`config.mk`:
```
export PLATFORM = sky130hd
export DESIGN_NAME = drive_trip_supervisor
export DESIGN_NICKNAME = d
export VERILOG_FILES = /design/src/hw/trip_supervisor_pkg.sv /design/src/hw/drive_trip_supervisor.sv
export VERILOG_INCLUDE_DIRS = /design/src /design/src/hw
export SDC_FILE = /design/constraint.sdc
export NUM_CORES = 2
export LEC_CHECK = 0
export BUFFER_PORTS_ARGS = -buffer_cell sky130_fd_sc_hd__buf_2
export CAP_MARGIN = 20
export CORE_AREA = 5 5 331 333
export CTS_CLUSTER_DIAMETER = 100
export DETAILED_ROUTE_END_ITERATION = 6
export DIE_AREA = 0 0 336 338
export MAX_ROUTING_LAYER = met4
export PLACE_DENSITY = 0.7
export SLEW_MARGIN = 10
export SYNTH_ARGS = -nofsm -noshare
export SYNTH_HDL_FRONTEND = slang
export SYNTH_SLANG_ARGS = --single-unit
```
`constraint.sdc`:
```
create_clock -name clk_i -period 12.1 [get_ports clk_i]
set_input_delay 0.605 -clock clk_i [delete_from_list [all_inputs] [get_ports clk_i]]
set_output_delay 0.605 -clock clk_i [all_outputs]
set_load 0.02 [all_outputs]
```
`src/hw/trip_supervisor_consts.svh`:
```
// Constants for the drive trip supervisor: register offsets, field
// positions, reset values, trip codes and timing counts.
// Assumes the clock runs at 25 MHz and offsets are Wishbone byte addresses.
`ifndef TRIP_SUPERVISOR_CONSTS_SVH
`define TRIP_SUPERVISOR_CONSTS_SVH

`define CLK_HZ              25000000
`define TICK_US             1000
`define TICK_CYCLES         (`CLK_HZ / 1000000 * `TICK_US)

`define OFS_CTRL            8'h00
`define OFS_BRAKE_WAIT      8'h04
`define OFS_MAXFREQ         8'h08
`define OFS_OVERSPEED       8'h0C
`define OFS_FWD_LIMIT       8'h10
`define OFS_REV_LIMIT       8'h14
`define OFS_TRIP            8'h18
`define OFS_STATUS          8'h1C
`define OFS_IRQ_STATUS      8'h20
`define OFS_IRQ_ENABLE      8'h24
`define OFS_IRQ_CLEAR       8'h28
`define OFS_RESET_CMD       8'h2C

// Control register fields
`define CTRL_BRAKE_SEL_LSB  0
`define CTRL_TIMEOUT_TRIP   2
`define CTRL_FWD_FORBID     3
`define CTRL_REV_FORBID     4
`define CTRL_POS_MODE       5
`define CTRL_ABS_MODE       6
`define CTRL_RETRY_EN       7
`define CTRL_RESET          32'h0000_0000

`define BRAKE_SEL_ON        2'h1
`define POS_DEV_LIMIT       32'd1000000
`define LOW_SPEED_CHZ       16'd20

// Trip codes: tens digit and units digit, shown as Exx
`define CODE_NONE           8'h00
`define CODE_EMERGENCY      8'h37
`define CODE_BRAKE          8'h38
`define CODE_LOW_OVERLOAD   8'h39
`define CODE_LINK           8'h41
`define CODE_OPT1_BASE      8'h60
`define CODE_OPT2_BASE      8'h70
`define CODE_ENC_OPEN_OFS   8'h00
`define CODE_OVERSPEED_OFS  8'h01
`define CODE_POS_DEV_OFS    8'h02
`define CODE_POS_RANGE_OFS  8'h03
`define CODE_ENC_BOARD_OFS  8'h09

`endif

```
`src/hw/trip_supervisor_pkg.sv`:
```
// Types shared by the drive trip supervisor.
// Assumes the constants header is compiled alongside.
package trip_supervisor_pkg;

	typedef struct packed {
		logic [7:0]  adr;
		logic [31:0] dat;
		logic [3:0]  sel;
		logic        we;
		logic        cyc;
		logic        stb;
	} wb_req_t;

	typedef struct packed {
		logic        enc_open;
		logic        enc_board_fail;
		logic        opt_fault;
		logic [3:0]  opt_code;
	} port_fault_t;

	typedef struct packed {
		logic        undervoltage;
		logic        power_shutoff;
		logic        retry_standby;
		logic        run_limited;
		logic        panel_comm_err;
	} indication_t;

	typedef enum logic [1:0] {
		BRAKE_IDLE,
		BRAKE_WAIT,
		BRAKE_DONE
	} brake_state_t;

endpackage : trip_supervisor_pkg

```
`src/hw/drive_trip_supervisor.sv`:
```
// Drive trip supervisor: latches the first trip, forces the power output
// off, holds a trip code and gates which reset source may clear it.
// Assumes a 25 MHz clock, a Wishbone classic master and pins from outside.
// Operation
// Brake select 01: trip when feedback misses the confirm wait time.
// Emergency enable on and stop input on: output off, emergency trip.
// Emergency trip clears only from the reset terminal, not the panel.
// Power-cycle-only trips ignore terminal and key; clear at power-up.
// Overload at or below 0.2 Hz runs second thermal model and trips.
// Serial link timeout with trip action selected raises link trip.
// Option port one faults coded from E60, port two from E70.
// Supply drop or momentary loss shows undervoltage standby.
// Failed operator panel exchange shows a communication error.
// Retry enabled and waiting to restart shows retry standby.
// Run command for a forbidden direction flags limited run.
// Open or faulty encoder wiring trips with encoder disconnection.
// Speed above max frequency times overspeed level trips.
// Position deviation above 1,000,000 pulses trips in position mode.
// Absolute mode position beyond forward or reverse limit trips.
// Encoder board mounting or connection failure trips.
// Supply shutoff shows a power shutoff indication.
// A trip latches output off and code until permitted reset.
`include "trip_supervisor_consts.svh"

module drive_trip_supervisor #(
	parameter int TICK_CYCLES = `TICK_CYCLES,
	parameter int OVL_LIMIT   = 100
) (
	input  wire logic                             clk_i,          // 25 MHz
	input  wire logic                             rst_i,          // Power-up
	input  wire trip_supervisor_pkg::wb_req_t     wb_i,           // Bus req
	output      logic [31:0]                      wb_dat_o,       // Read data
	output      logic                             wb_ack_o,       // Ack
	output      logic                             irq_o,          // Interrupt
	input  wire logic                             emergency_stop_input_i,
	input  wire logic                             emergency_enable_switch_i,
	input  wire logic                             fault_reset_terminal_i,
	input  wire logic                             brake_release_i, // Ours
	input  wire logic                             brake_feedback_i,
	input  wire logic                             overload_i,     // Detector
	input  wire logic [15:0]                      out_freq_i,     // 0.01 Hz
	input  wire logic                             link_timeout_i, // Pulse
	input  wire logic                             panel_fail_i,   // Level
	input  wire logic                             panel_reset_i,  // Key pulse
	input  wire logic                             undervolt_i,    // Level
	input  wire logic                             supply_off_i,   // Level
	input  wire logic                             retry_wait_i,   // Level
	input  wire logic                             run_fwd_i,      // Run cmd
	input  wire logic                             run_rev_i,      // Run cmd
	input  wire trip_supervisor_pkg::port_fault_t option_port_one_i,
	input  wire trip_supervisor_pkg::port_fault_t option_port_two_i,
	input  wire logic [31:0]                      speed_i,        // Measured
	input  wire logic signed [31:0]               pos_i,          // Position
	input  wire logic signed [31:0]               pos_ref_i,      // Reference
	output      logic                             power_enable_o, // Gate
	output      logic [7:0]                       trip_code_o,    // Exx code
	output      trip_supervisor_pkg::indication_t indication_o    // Status
);
	import trip_supervisor_pkg::*;

	// Pin synchronisers: three stages, change accepted when 2 and 3 agree
	// A one-cycle pulse never reaches pin_reg, which rides out bounce
	localparam int NSYNC = 6;
	logic [NSYNC-1:0] pins;
	logic [NSYNC-1:0] s1_reg, s2_reg, s3_reg, pin_reg;
	assign pins = {emergency_stop_input_i, emergency_enable_switch_i,
		fault_reset_terminal_i, brake_feedback_i, undervolt_i, supply_off_i};

	always_ff @(posedge clk_i) begin
		if (rst_i) begin
			s1_reg  <= '0;
			s2_reg  <= '0;
			s3_reg  <= '0;
			pin_reg <= '0;
		end else begin
			s1_reg <= pins;
			s2_reg <= s1_reg;
			s3_reg <= s2_reg;
			for (int i = 0; i < NSYNC; i++) begin
				if (s2_reg[i] == s3_reg[i])
					pin_reg[i] <= s3_reg[i];
			end
		end
	end

	logic emergency_stop_input, emr_en, rst_term, brake_fb, uv, poff;
	assign {emergency_stop_input, emr_en, rst_term, brake_fb, uv, poff} = pin_reg;

	// Registers
	// Partial writes to stored registers are acked but ignored: only writes with all four byte selects are stored
	logic [31:0] ctrl_reg, brake_wait_reg, maxfreq_reg, overspeed_reg;
	logic signed [31:0] fwd_limit_reg, rev_limit_reg;
	logic [7:0]  irq_status_reg, irq_enable_reg;
	logic        sw_reset_pulse;
	logic        bus_hit;
	assign bus_hit = wb_i.cyc && wb_i.stb && !wb_ack_o;

	always_ff @(posedge clk_i) begin
		if (rst_i) begin
			ctrl_reg       <= `CTRL_RESET;
			brake_wait_reg <= '0;
			maxfreq_reg    <= '0;
			overspeed_reg  <= '0;
			fwd_limit_reg  <= '0;
			rev_limit_reg  <= '0;
			irq_enable_reg <= '0;
		end else if (bus_hit && wb_i.we && wb_i.sel == 4'hF) begin
			unique case (wb_i.adr)
				`OFS_CTRL:       ctrl_reg       <= wb_i.dat;
				`OFS_BRAKE_WAIT: brake_wait_reg <= wb_i.dat;
				`OFS_MAXFREQ:    maxfreq_reg    <= wb_i.dat;
				`OFS_OVERSPEED:  overspeed_reg  <= wb_i.dat;
				`OFS_FWD_LIMIT:  fwd_limit_reg  <= wb_i.dat;
				`OFS_REV_LIMIT:  rev_limit_reg  <= wb_i.dat;
				`OFS_IRQ_ENABLE: irq_enable_reg <= wb_i.dat[7:0];
				default: ;
			endcase
		end
	end

	// Software reset counts as a panel reset request
	assign sw_reset_pulse = bus_hit && wb_i.we && wb_i.adr == `OFS_RESET_CMD
		&& wb_i.dat[0];

	// Millisecond tick for the brake wait time
	// One shared enable pulse, so every timer stays on the single clock
	logic [$clog2(TICK_CYCLES+1)-1:0] tick_cnt_reg;
	logic tick;
	assign tick = tick_cnt_reg == '0;
	always_ff @(posedge clk_i) begin
		if (rst_i || tick)
			tick_cnt_reg <= ($bits(tick_cnt_reg))'(TICK_CYCLES - 1);
		else
			tick_cnt_reg <= tick_cnt_reg - 1'b1;
	end

	// Brake confirmation timer
	// Confirmation sends it back to idle, so the wait restarts afresh;
	// done holds until release is withdrawn, giving one trip per miss
	brake_state_t brake_reg;
	logic [31:0]  brake_cnt_reg;
	logic         brake_err;
	always_ff @(posedge clk_i) begin
		if (rst_i) begin
			brake_reg     <= BRAKE_IDLE;
			brake_cnt_reg <= '0;
		end else begin
			unique case (brake_reg)
				BRAKE_IDLE: if (brake_release_i &&
					ctrl_reg[`CTRL_BRAKE_SEL_LSB +: 2] == `BRAKE_SEL_ON) begin
					brake_reg     <= BRAKE_WAIT;
					brake_cnt_reg <= brake_wait_reg;
				end
				BRAKE_WAIT: if (brake_fb || !brake_release_i)
					brake_reg <= BRAKE_IDLE;
				else if (brake_cnt_reg == '0)
					brake_reg <= BRAKE_DONE;
				else if (tick)
					brake_cnt_reg <= brake_cnt_reg - 1'b1;
				BRAKE_DONE: if (!brake_release_i)
					brake_reg <= BRAKE_IDLE;
			endcase
		end
	end
	assign brake_err = brake_reg == BRAKE_WAIT && !brake_fb
		&& brake_cnt_reg == '0;

	// Second thermal model: integrates low speed overload
	// Leaky count: cools at the heating rate when the overload goes away,
	// and saturates so a long overload cannot wrap to a low count
	logic [15:0] ovl_acc_reg;
	logic        low_ovl_trip;
	always_ff @(posedge clk_i) begin
		if (rst_i)
			ovl_acc_reg <= '0;
		else if (overload_i && out_freq_i <= `LOW_SPEED_CHZ) begin
			if (tick && ovl_acc_reg != 16'hFFFF)
				ovl_acc_reg <= ovl_acc_reg + 16'h1;
		end else if (tick && ovl_acc_reg != '0)
			ovl_acc_reg <= ovl_acc_reg - 16'h1;
	end
	assign low_ovl_trip = ovl_acc_reg >= 16'(OVL_LIMIT);

	// Encoder speed and position checks for one option port
	// The limit product is 64 bits, so no pair of settings overflows it;
	// a deviation beyond the signed 32-bit range is still exact in unsigned pos_dev
	logic [63:0] speed_limit;
	logic [31:0] pos_dev;
	logic        overspeed, pos_dev_err, pos_range_err;
	assign speed_limit = maxfreq_reg * overspeed_reg;
	assign overspeed   = 64'(speed_i) * 64'd100 > speed_limit;
	assign pos_dev     = 32'(pos_i >= pos_ref_i ? pos_i - pos_ref_i
		: pos_ref_i - pos_i);
	assign pos_dev_err = ctrl_reg[`CTRL_POS_MODE]
		&& pos_dev > `POS_DEV_LIMIT;
	assign pos_range_err = ctrl_reg[`CTRL_ABS_MODE]
		&& (pos_i > fwd_limit_reg || pos_i < rev_limit_reg);

	// Code for a port's fault, bit 8 clear means none
	// Board failure outranks the rest: without the board, no other code
	// from that port can be trusted
	function automatic logic [8:0] port_code(input port_fault_t p,
		input logic [7:0] base, input logic enc_checks);
		logic [8:0] r;
		r = '0;
		if (p.enc_board_fail)
			r = {1'b1, base + `CODE_ENC_BOARD_OFS};
		else if (p.enc_open)
			r = {1'b1, base + `CODE_ENC_OPEN_OFS};
		else if (enc_checks && overspeed)
			r = {1'b1, base + `CODE_OVERSPEED_OFS};
		else if (enc_checks && pos_dev_err)
			r = {1'b1, base + `CODE_POS_DEV_OFS};
		else if (enc_checks && pos_range_err)
			r = {1'b1, base + `CODE_POS_RANGE_OFS};
		else if (p.opt_fault)
			r = {1'b1, base + {4'h0, p.opt_code}};
		return r;
	endfunction : port_code

	// A process, not an assign: the function also reads the encoder check
	// nets, and a continuous assignment only wakes on its own arguments
	logic [8:0] op1_code, op2_code;
	always_comb begin
		op1_code = port_code(option_port_one_i, `CODE_OPT1_BASE,
			option_port_one_i.enc_open | ~option_port_two_i.enc_open);
		op2_code = port_code(option_port_two_i, `CODE_OPT2_BASE, 1'b0);
	end

	// Trip detection, by priority
	// Emergency comes first since it must act whatever else is wrong;
	// only the first cause latches, later ones wait for a clear
	logic [7:0] new_code;
	logic       new_trip, new_power_only;
	always_comb begin
		new_code       = `CODE_NONE;
		new_power_only = 1'b0;
		if (emr_en && emergency_stop_input)
			new_code = `CODE_EMERGENCY;
		else if (brake_err)
			new_code = `CODE_BRAKE;
		else if (op1_code[8]) begin
			new_code       = op1_code[7:0];
			new_power_only = option_port_one_i.enc_board_fail;
		end else if (op2_code[8]) begin
			new_code       = op2_code[7:0];
			new_power_only = option_port_two_i.enc_board_fail;
		end else if (low_ovl_trip)
			new_code = `CODE_LOW_OVERLOAD;
		else if (link_timeout_i && ctrl_reg[`CTRL_TIMEOUT_TRIP])
			new_code = `CODE_LINK;
		new_trip = new_code != `CODE_NONE;
	end

	// Trip latch and reset gating
	// The terminal acts on its rising edge, so a terminal held on cannot
	// clear a trip that appears after it was pressed
	logic [7:0] trip_code_reg;
	logic       power_only_reg, clear_ok, term_prev_reg, term_edge;
	always_ff @(posedge clk_i) begin
		if (rst_i)
			term_prev_reg <= 1'b0;
		else
			term_prev_reg <= rst_term;
	end
	assign term_edge = rst_term && !term_prev_reg;
	// Only rst_i, the power-up reset, ever leaves a power-only trip
	always_comb begin
		if (power_only_reg)
			clear_ok = 1'b0;
		else if (trip_code_reg == `CODE_EMERGENCY)
			clear_ok = term_edge && !(emr_en && emergency_stop_input);
		else
			clear_ok = term_edge || panel_reset_i || sw_reset_pulse;
	end

	always_ff @(posedge clk_i) begin
		if (rst_i) begin
			trip_code_reg  <= `CODE_NONE;
			power_only_reg <= 1'b0;
		end else if (trip_code_reg == `CODE_NONE) begin
			if (new_trip) begin
				trip_code_reg  <= new_code;
				power_only_reg <= new_power_only;
			end
		end else if (clear_ok) begin
			trip_code_reg  <= `CODE_NONE;
			power_only_reg <= 1'b0;
		end
	end

	// Outputs from flip-flops; emergency forces off without waiting
	logic run_limited;
	assign run_limited = (run_fwd_i && ctrl_reg[`CTRL_FWD_FORBID])
		|| (run_rev_i && ctrl_reg[`CTRL_REV_FORBID]);
	// Gate drops at the edge that latches the trip, not one cycle later
	always_ff @(posedge clk_i) begin
		if (rst_i)
			power_enable_o <= 1'b0;
		else
			power_enable_o <= trip_code_reg == `CODE_NONE && !new_trip
				&& !uv && !poff;
	end

	always_ff @(posedge clk_i) begin
		if (rst_i)
			trip_code_o <= `CODE_NONE;
		else
			trip_code_o <= trip_code_reg;
	end

	// Indications are plain levels that follow their causes, not latched
	always_ff @(posedge clk_i) begin
		if (rst_i)
			indication_o <= '0;
		else begin
			indication_o.undervoltage   <= uv;
			indication_o.power_shutoff  <= poff;
			indication_o.retry_standby  <= retry_wait_i
				&& ctrl_reg[`CTRL_RETRY_EN];
			indication_o.run_limited    <= run_limited;
			indication_o.panel_comm_err <= panel_fail_i;
		end
	end

	// Sticky event bits; set wins over a clear in the same cycle
	logic [7:0] ev;
	logic [7:0] irq_clear;
	assign ev = {3'h0, run_limited, panel_fail_i, poff, uv,
		new_trip && trip_code_reg == `CODE_NONE};
	assign irq_clear = (bus_hit && wb_i.we && wb_i.adr == `OFS_IRQ_CLEAR)
		? wb_i.dat[7:0] : 8'h00;
	always_ff @(posedge clk_i) begin
		if (rst_i) begin
			irq_status_reg <= '0;
			irq_o          <= 1'b0;
		end else begin
			irq_status_reg <= (irq_status_reg & ~irq_clear) | ev;
			irq_o          <= |(irq_status_reg & irq_enable_reg);
		end
	end

	// Bus answer: one cycle after the request, unmapped reads give zero
	// Ack masks the request for one cycle only, so a request still held
	// is answered again every other cycle
	always_ff @(posedge clk_i) begin
		if (rst_i) begin
			wb_ack_o <= 1'b0;
			wb_dat_o <= '0;
		end else begin
			wb_ack_o <= bus_hit;
			wb_dat_o <= '0;
			if (bus_hit && !wb_i.we) begin
				unique case (wb_i.adr)
					`OFS_CTRL:       wb_dat_o <= ctrl_reg;
					`OFS_BRAKE_WAIT: wb_dat_o <= brake_wait_reg;
					`OFS_MAXFREQ:    wb_dat_o <= maxfreq_reg;
					`OFS_OVERSPEED:  wb_dat_o <= overspeed_reg;
					`OFS_FWD_LIMIT:  wb_dat_o <= fwd_limit_reg;
					`OFS_REV_LIMIT:  wb_dat_o <= rev_limit_reg;
					`OFS_TRIP:       wb_dat_o <= {23'h0, power_only_reg,
						trip_code_reg};
					`OFS_STATUS:     wb_dat_o <= {26'h0, power_enable_o,
						indication_o};
					`OFS_IRQ_STATUS: wb_dat_o <= {24'h0, irq_status_reg};
					`OFS_IRQ_ENABLE: wb_dat_o <= {24'h0, irq_enable_reg};
					default:         wb_dat_o <= '0;
				endcase
			end
		end
	end

endmodule : drive_trip_supervisor

```
==> flow_metrics.py <==
metrics = {
    "status": {
        "status": "finished clean",
    },
    "synthesis": {
        "synth-warning-count": 0,
        "synth.distinct_cells": 93,
        "yosysSeqAreaShare_pct": 12.2,
        "synth_edf_count": 0,
        "synthArstFlopShare_pct": 0,
        "yosysTopAreaCell": "fa_1",
        "syn_avg_cell_area_um2": 8.29,
        "yosys.area.top_type_share_pct": 32.1,
        "syn_inst": 6976,
        "ys_ff_latch": 353,
        "syn_nets": 8637,
        "synth_area_leaders": "fa_1 32%, dfxtp_1 12%, ha_1 12%",
        "syn-cell-area_um2": 57800,
        "ys.flop_type": "dfxtp_1",
    },
    "final_layout": {
        "utilization_pct": 58.1,
        "fillers": 9667,
        "finalInstanceArea_um2": 61800,
        "final_cells": 8449,
        "drive_gt1_share_pct": 7.15,
        "area_growth_pct": 6.81,
        "nets": 8663,
    },
    "floorplanning": {
        "initial_core_util_pct": 54.4,
        "rows": 120,
        "die_y_um": 338,
        "dieArea_um2": 114000,
        "fp.dieW_um": 336,
        "core_area_um2": 106000,
        "io_pins": 237,
    },
    "setup_path": {
        "worstPathMaxFanout": 20,
        "critical_path_arrival_ns": 12.17,
        "timing.rr.start": "overspeed_reg[12]",
        "crit_slowest_cell": "dfxtp_1",
        "crit_path_start_kind": "register",
        "reg2reg_depth": 38,
        "crit_type": "reg2reg",
        "crit_required_ns": 12.62,
        "regToRegSetupSlack_ns": 0.46,
        "crit_top_cell": "fa_1",
        "r2r_end": "trip_code_reg[0]",
        "worstSetupEndpointType": "register",
        "endpoint": "trip_code_reg[0]",
        "critPathLaunch": "overspeed_reg[12]",
        "slowest_delay_ns": 1.07,
    },
    "sta": {
        "whs_ns": 0.230,
        "fin_skew_ns": 0.0291,
        "hold_viol_final": 0,
        "max_freq_mhz": 85.9,
        "fin_ws_ns": 0.457,
        "worst_pin_slew_ns": 1.17,
        "finalMaxSlewViolations": 0,
        "period_share_pct": 96.2,
        "finalCriticalPeriod_ns": 11.64,
        "setup_violations": 0,
        "slew-limit-headroom_pct": 21.8,
    },
    "clock_tree": {
        "cts_hold_buffers": 0,
        "cts_tree": "done",
        "cts.path.max_buffers": 3,
        "clkLatencyLatePin_ns": 0.60,
        "cts_inserted_buffers": 39,
        "clkSinkCount": 353,
        "clockRootBuffer": "clkbuf_16",
        "post_cts_resized": 0,
        "htreeDepth": 2,
        "post_cts_buffers": 0,
        "clk_pin_slew_ns": 0.07,
    },
    "routing": {
        "drt-pass1-iter-count": 7,
        "drtIter0Drc": 4632,
        "drtAntennaViolNets": 0,
        "avgViaCountPerCell": 5.85,
        "drc_errors": 0,
        "wl_per_cell_um": 22.2,
        "wirelength_um": 188000,
        "vias": 49400,
    },
    "grt": {
        "grt_first_pass_wirelength_um": 291000,
        "antenna_found_initial": 17,
        "grt_max_degree": 168,
        "track_usage_pct": 34.1,
        "grt.overflow.total": 0,
        "grt_pass1_vias": 49900,
    },
    "placed_design": {
        "io_buffers": 235,
        "dp.cells": 8363,
        "hpwl_um": 152000,
        "place_congestion": 1.01,
        "placed_area_um2": 60400,
        "pre_cts_slack_ns": 0.269,
    },
    "pwr": {
        "p_leak_nw": 29.3,
        "cellPowerDensity_nw_per_um2": 58.0,
        "vdd_drop_max_mv": 0.135,
    },
    "min_path": {
        "hold_path_class": "in2reg",
    },
    "flow_run": {
        "drv_cap": 0,
    },
}
[layout make-up]
class	instances	area, um2	share of cell area (%)
clock buffer	48	1050	1.70
multi-input combinational	5055	44900	72.7
tap	1403	1760	2.84
antenna	15	37.5	0.0608
clock inverter	22	292	0.472
timing repair buffer	366	2200	3.56
sequential	353	7080	11.5
inverter	1187	4460	7.21
[worst min-delay path by stage]
stage / start / endpoint / slack (ns) / depth (start not counted)
2_1_floorplan: tick_cnt_reg[0] / tick_cnt_reg[0] / 0.37 / 1
3_3_place_gp: tick_cnt_reg[0] / tick_cnt_reg[0] / 0.39 / 1
3_5_place_dp: tick_cnt_reg[0] / tick_cnt_reg[0] / 0.39 / 1
4_1_cts: emergency_stop_input_i / s1_reg[5] / 0.21 / 2
5_1_grt: emergency_stop_input_i / s1_reg[5] / 0.25 / 2
6_report: emergency_stop_input_i / s1_reg[5] / 0.23 / 2
[worst max-delay path: cells and delay by family (launching register included)]
kind / cells / cell delay [ns]
AOI/OAI and AO/OA: 10 / 2.94
DFF: 1 / 1.07
xor gates and xnor gates: 1 / 0.11
buffers and inverters: 7 / 0.53
adders and majority gates: 10 / 4.21
and+or+nand+nor: 10 / 2.69
[per-stage QoR]
stage | setup TNS [ns] | power, W
floorplan | 0 | 0.00201
global placement | 0 | 0.00230
detailed placement | 0 | 0.00231
CTS | 0 | 0.00357
global route | -0.0350 | 0.00378
finish | 0 | 0.00358
[cells by family (layout without fill, tap and decap cells)]
group | after synthesis | in the layout | share of synthesized area (%)
xor+xnor | 119 | 119 | 1.83
compound gates | 1152 | 1152 | 12.5
buf+inv | 1568 | 1623 | 10.3
fa+ha+maj | 1472 | 1472 | 43.9
mux | 39 | 39 | 0.703
simple gates | 2272 | 2272 | 18.6
other cells | 1 | 16 | 0.00648
flops | 353 | 353 | 12.2
[where the power goes]
part | switching [W] | total, W | internal, W
combinational | 0.000668 | 0.00110 | 0.000431
clock | 0.000565 | 0.00127 | 0.000703
sequential | 0.0000309 | 0.00122 | 0.00118
[cells in the mapped netlist, types with 11 or more instances]
| cell type | n |
|---|---|
| xnor2_1 | 77 |
| nor2_1 | 220 |
| or2_2 | 14 |
| nor2b_1 | 45 |
| ha_1 | 546 |
| dfxtp_1 | 353 |
| o211ai_1 | 22 |
| nor4_1 | 31 |
| a221oi_1 | 17 |
| a31oi_1 | 53 |
| o21bai_1 | 30 |
| clkbuf_1 | 354 |
| a22o_1 | 14 |
| o31ai_1 | 19 |
| or3_1 | 29 |
| a2111oi_0 | 11 |
| nand2_1 | 1155 |
| a211oi_1 | 45 |
| o21ai_0 | 156 |
| a21o_1 | 81 |
| a22oi_1 | 90 |
| fa_1 | 926 |
| nor3_1 | 74 |
| xor2_1 | 41 |
| nand2b_1 | 24 |
| o21a_1 | 31 |
| and3_1 | 16 |
| nand3_1 | 56 |
| o22ai_1 | 20 |
| or4_1 | 11 |
| nand4_1 | 64 |
| inv_1 | 1186 |
| mux2i_1 | 32 |
| a21oi_1 | 457 |
| and2_1 | 488 |
[cells in the final DEF (no fill, tap or decap), types with 77 or more instances in the layout]
cell type	Yosys	final
ha_1	546	545
a21oi_1	457	457
buf_4	5	128
a21o_1	81	81
a22oi_1	90	90
inv_1	1186	1186
dfxtp_1	353	344
and2_1	488	488
xnor2_1	77	77
nand2_1	1155	1155
o21ai_0	156	156
nor2_1	220	214
buf_2	9	234
fa_1	926	926
[per-layer routing]
| layer | GRT usage, % | wire length [um] | up-vias |
|---|---|---|---|
| li1 | - | - | 22200 |
| met1 | 43.7 | 73900 | 24400 |
| met2 | 54.0 | 86600 | 2331 |
| met4 | 14.1 | 9900 | 0 |
| met5 | - | 0 | - |
| met3 | 5.88 | 17400 | 431 |
Power figures use the tool's default switching activity.
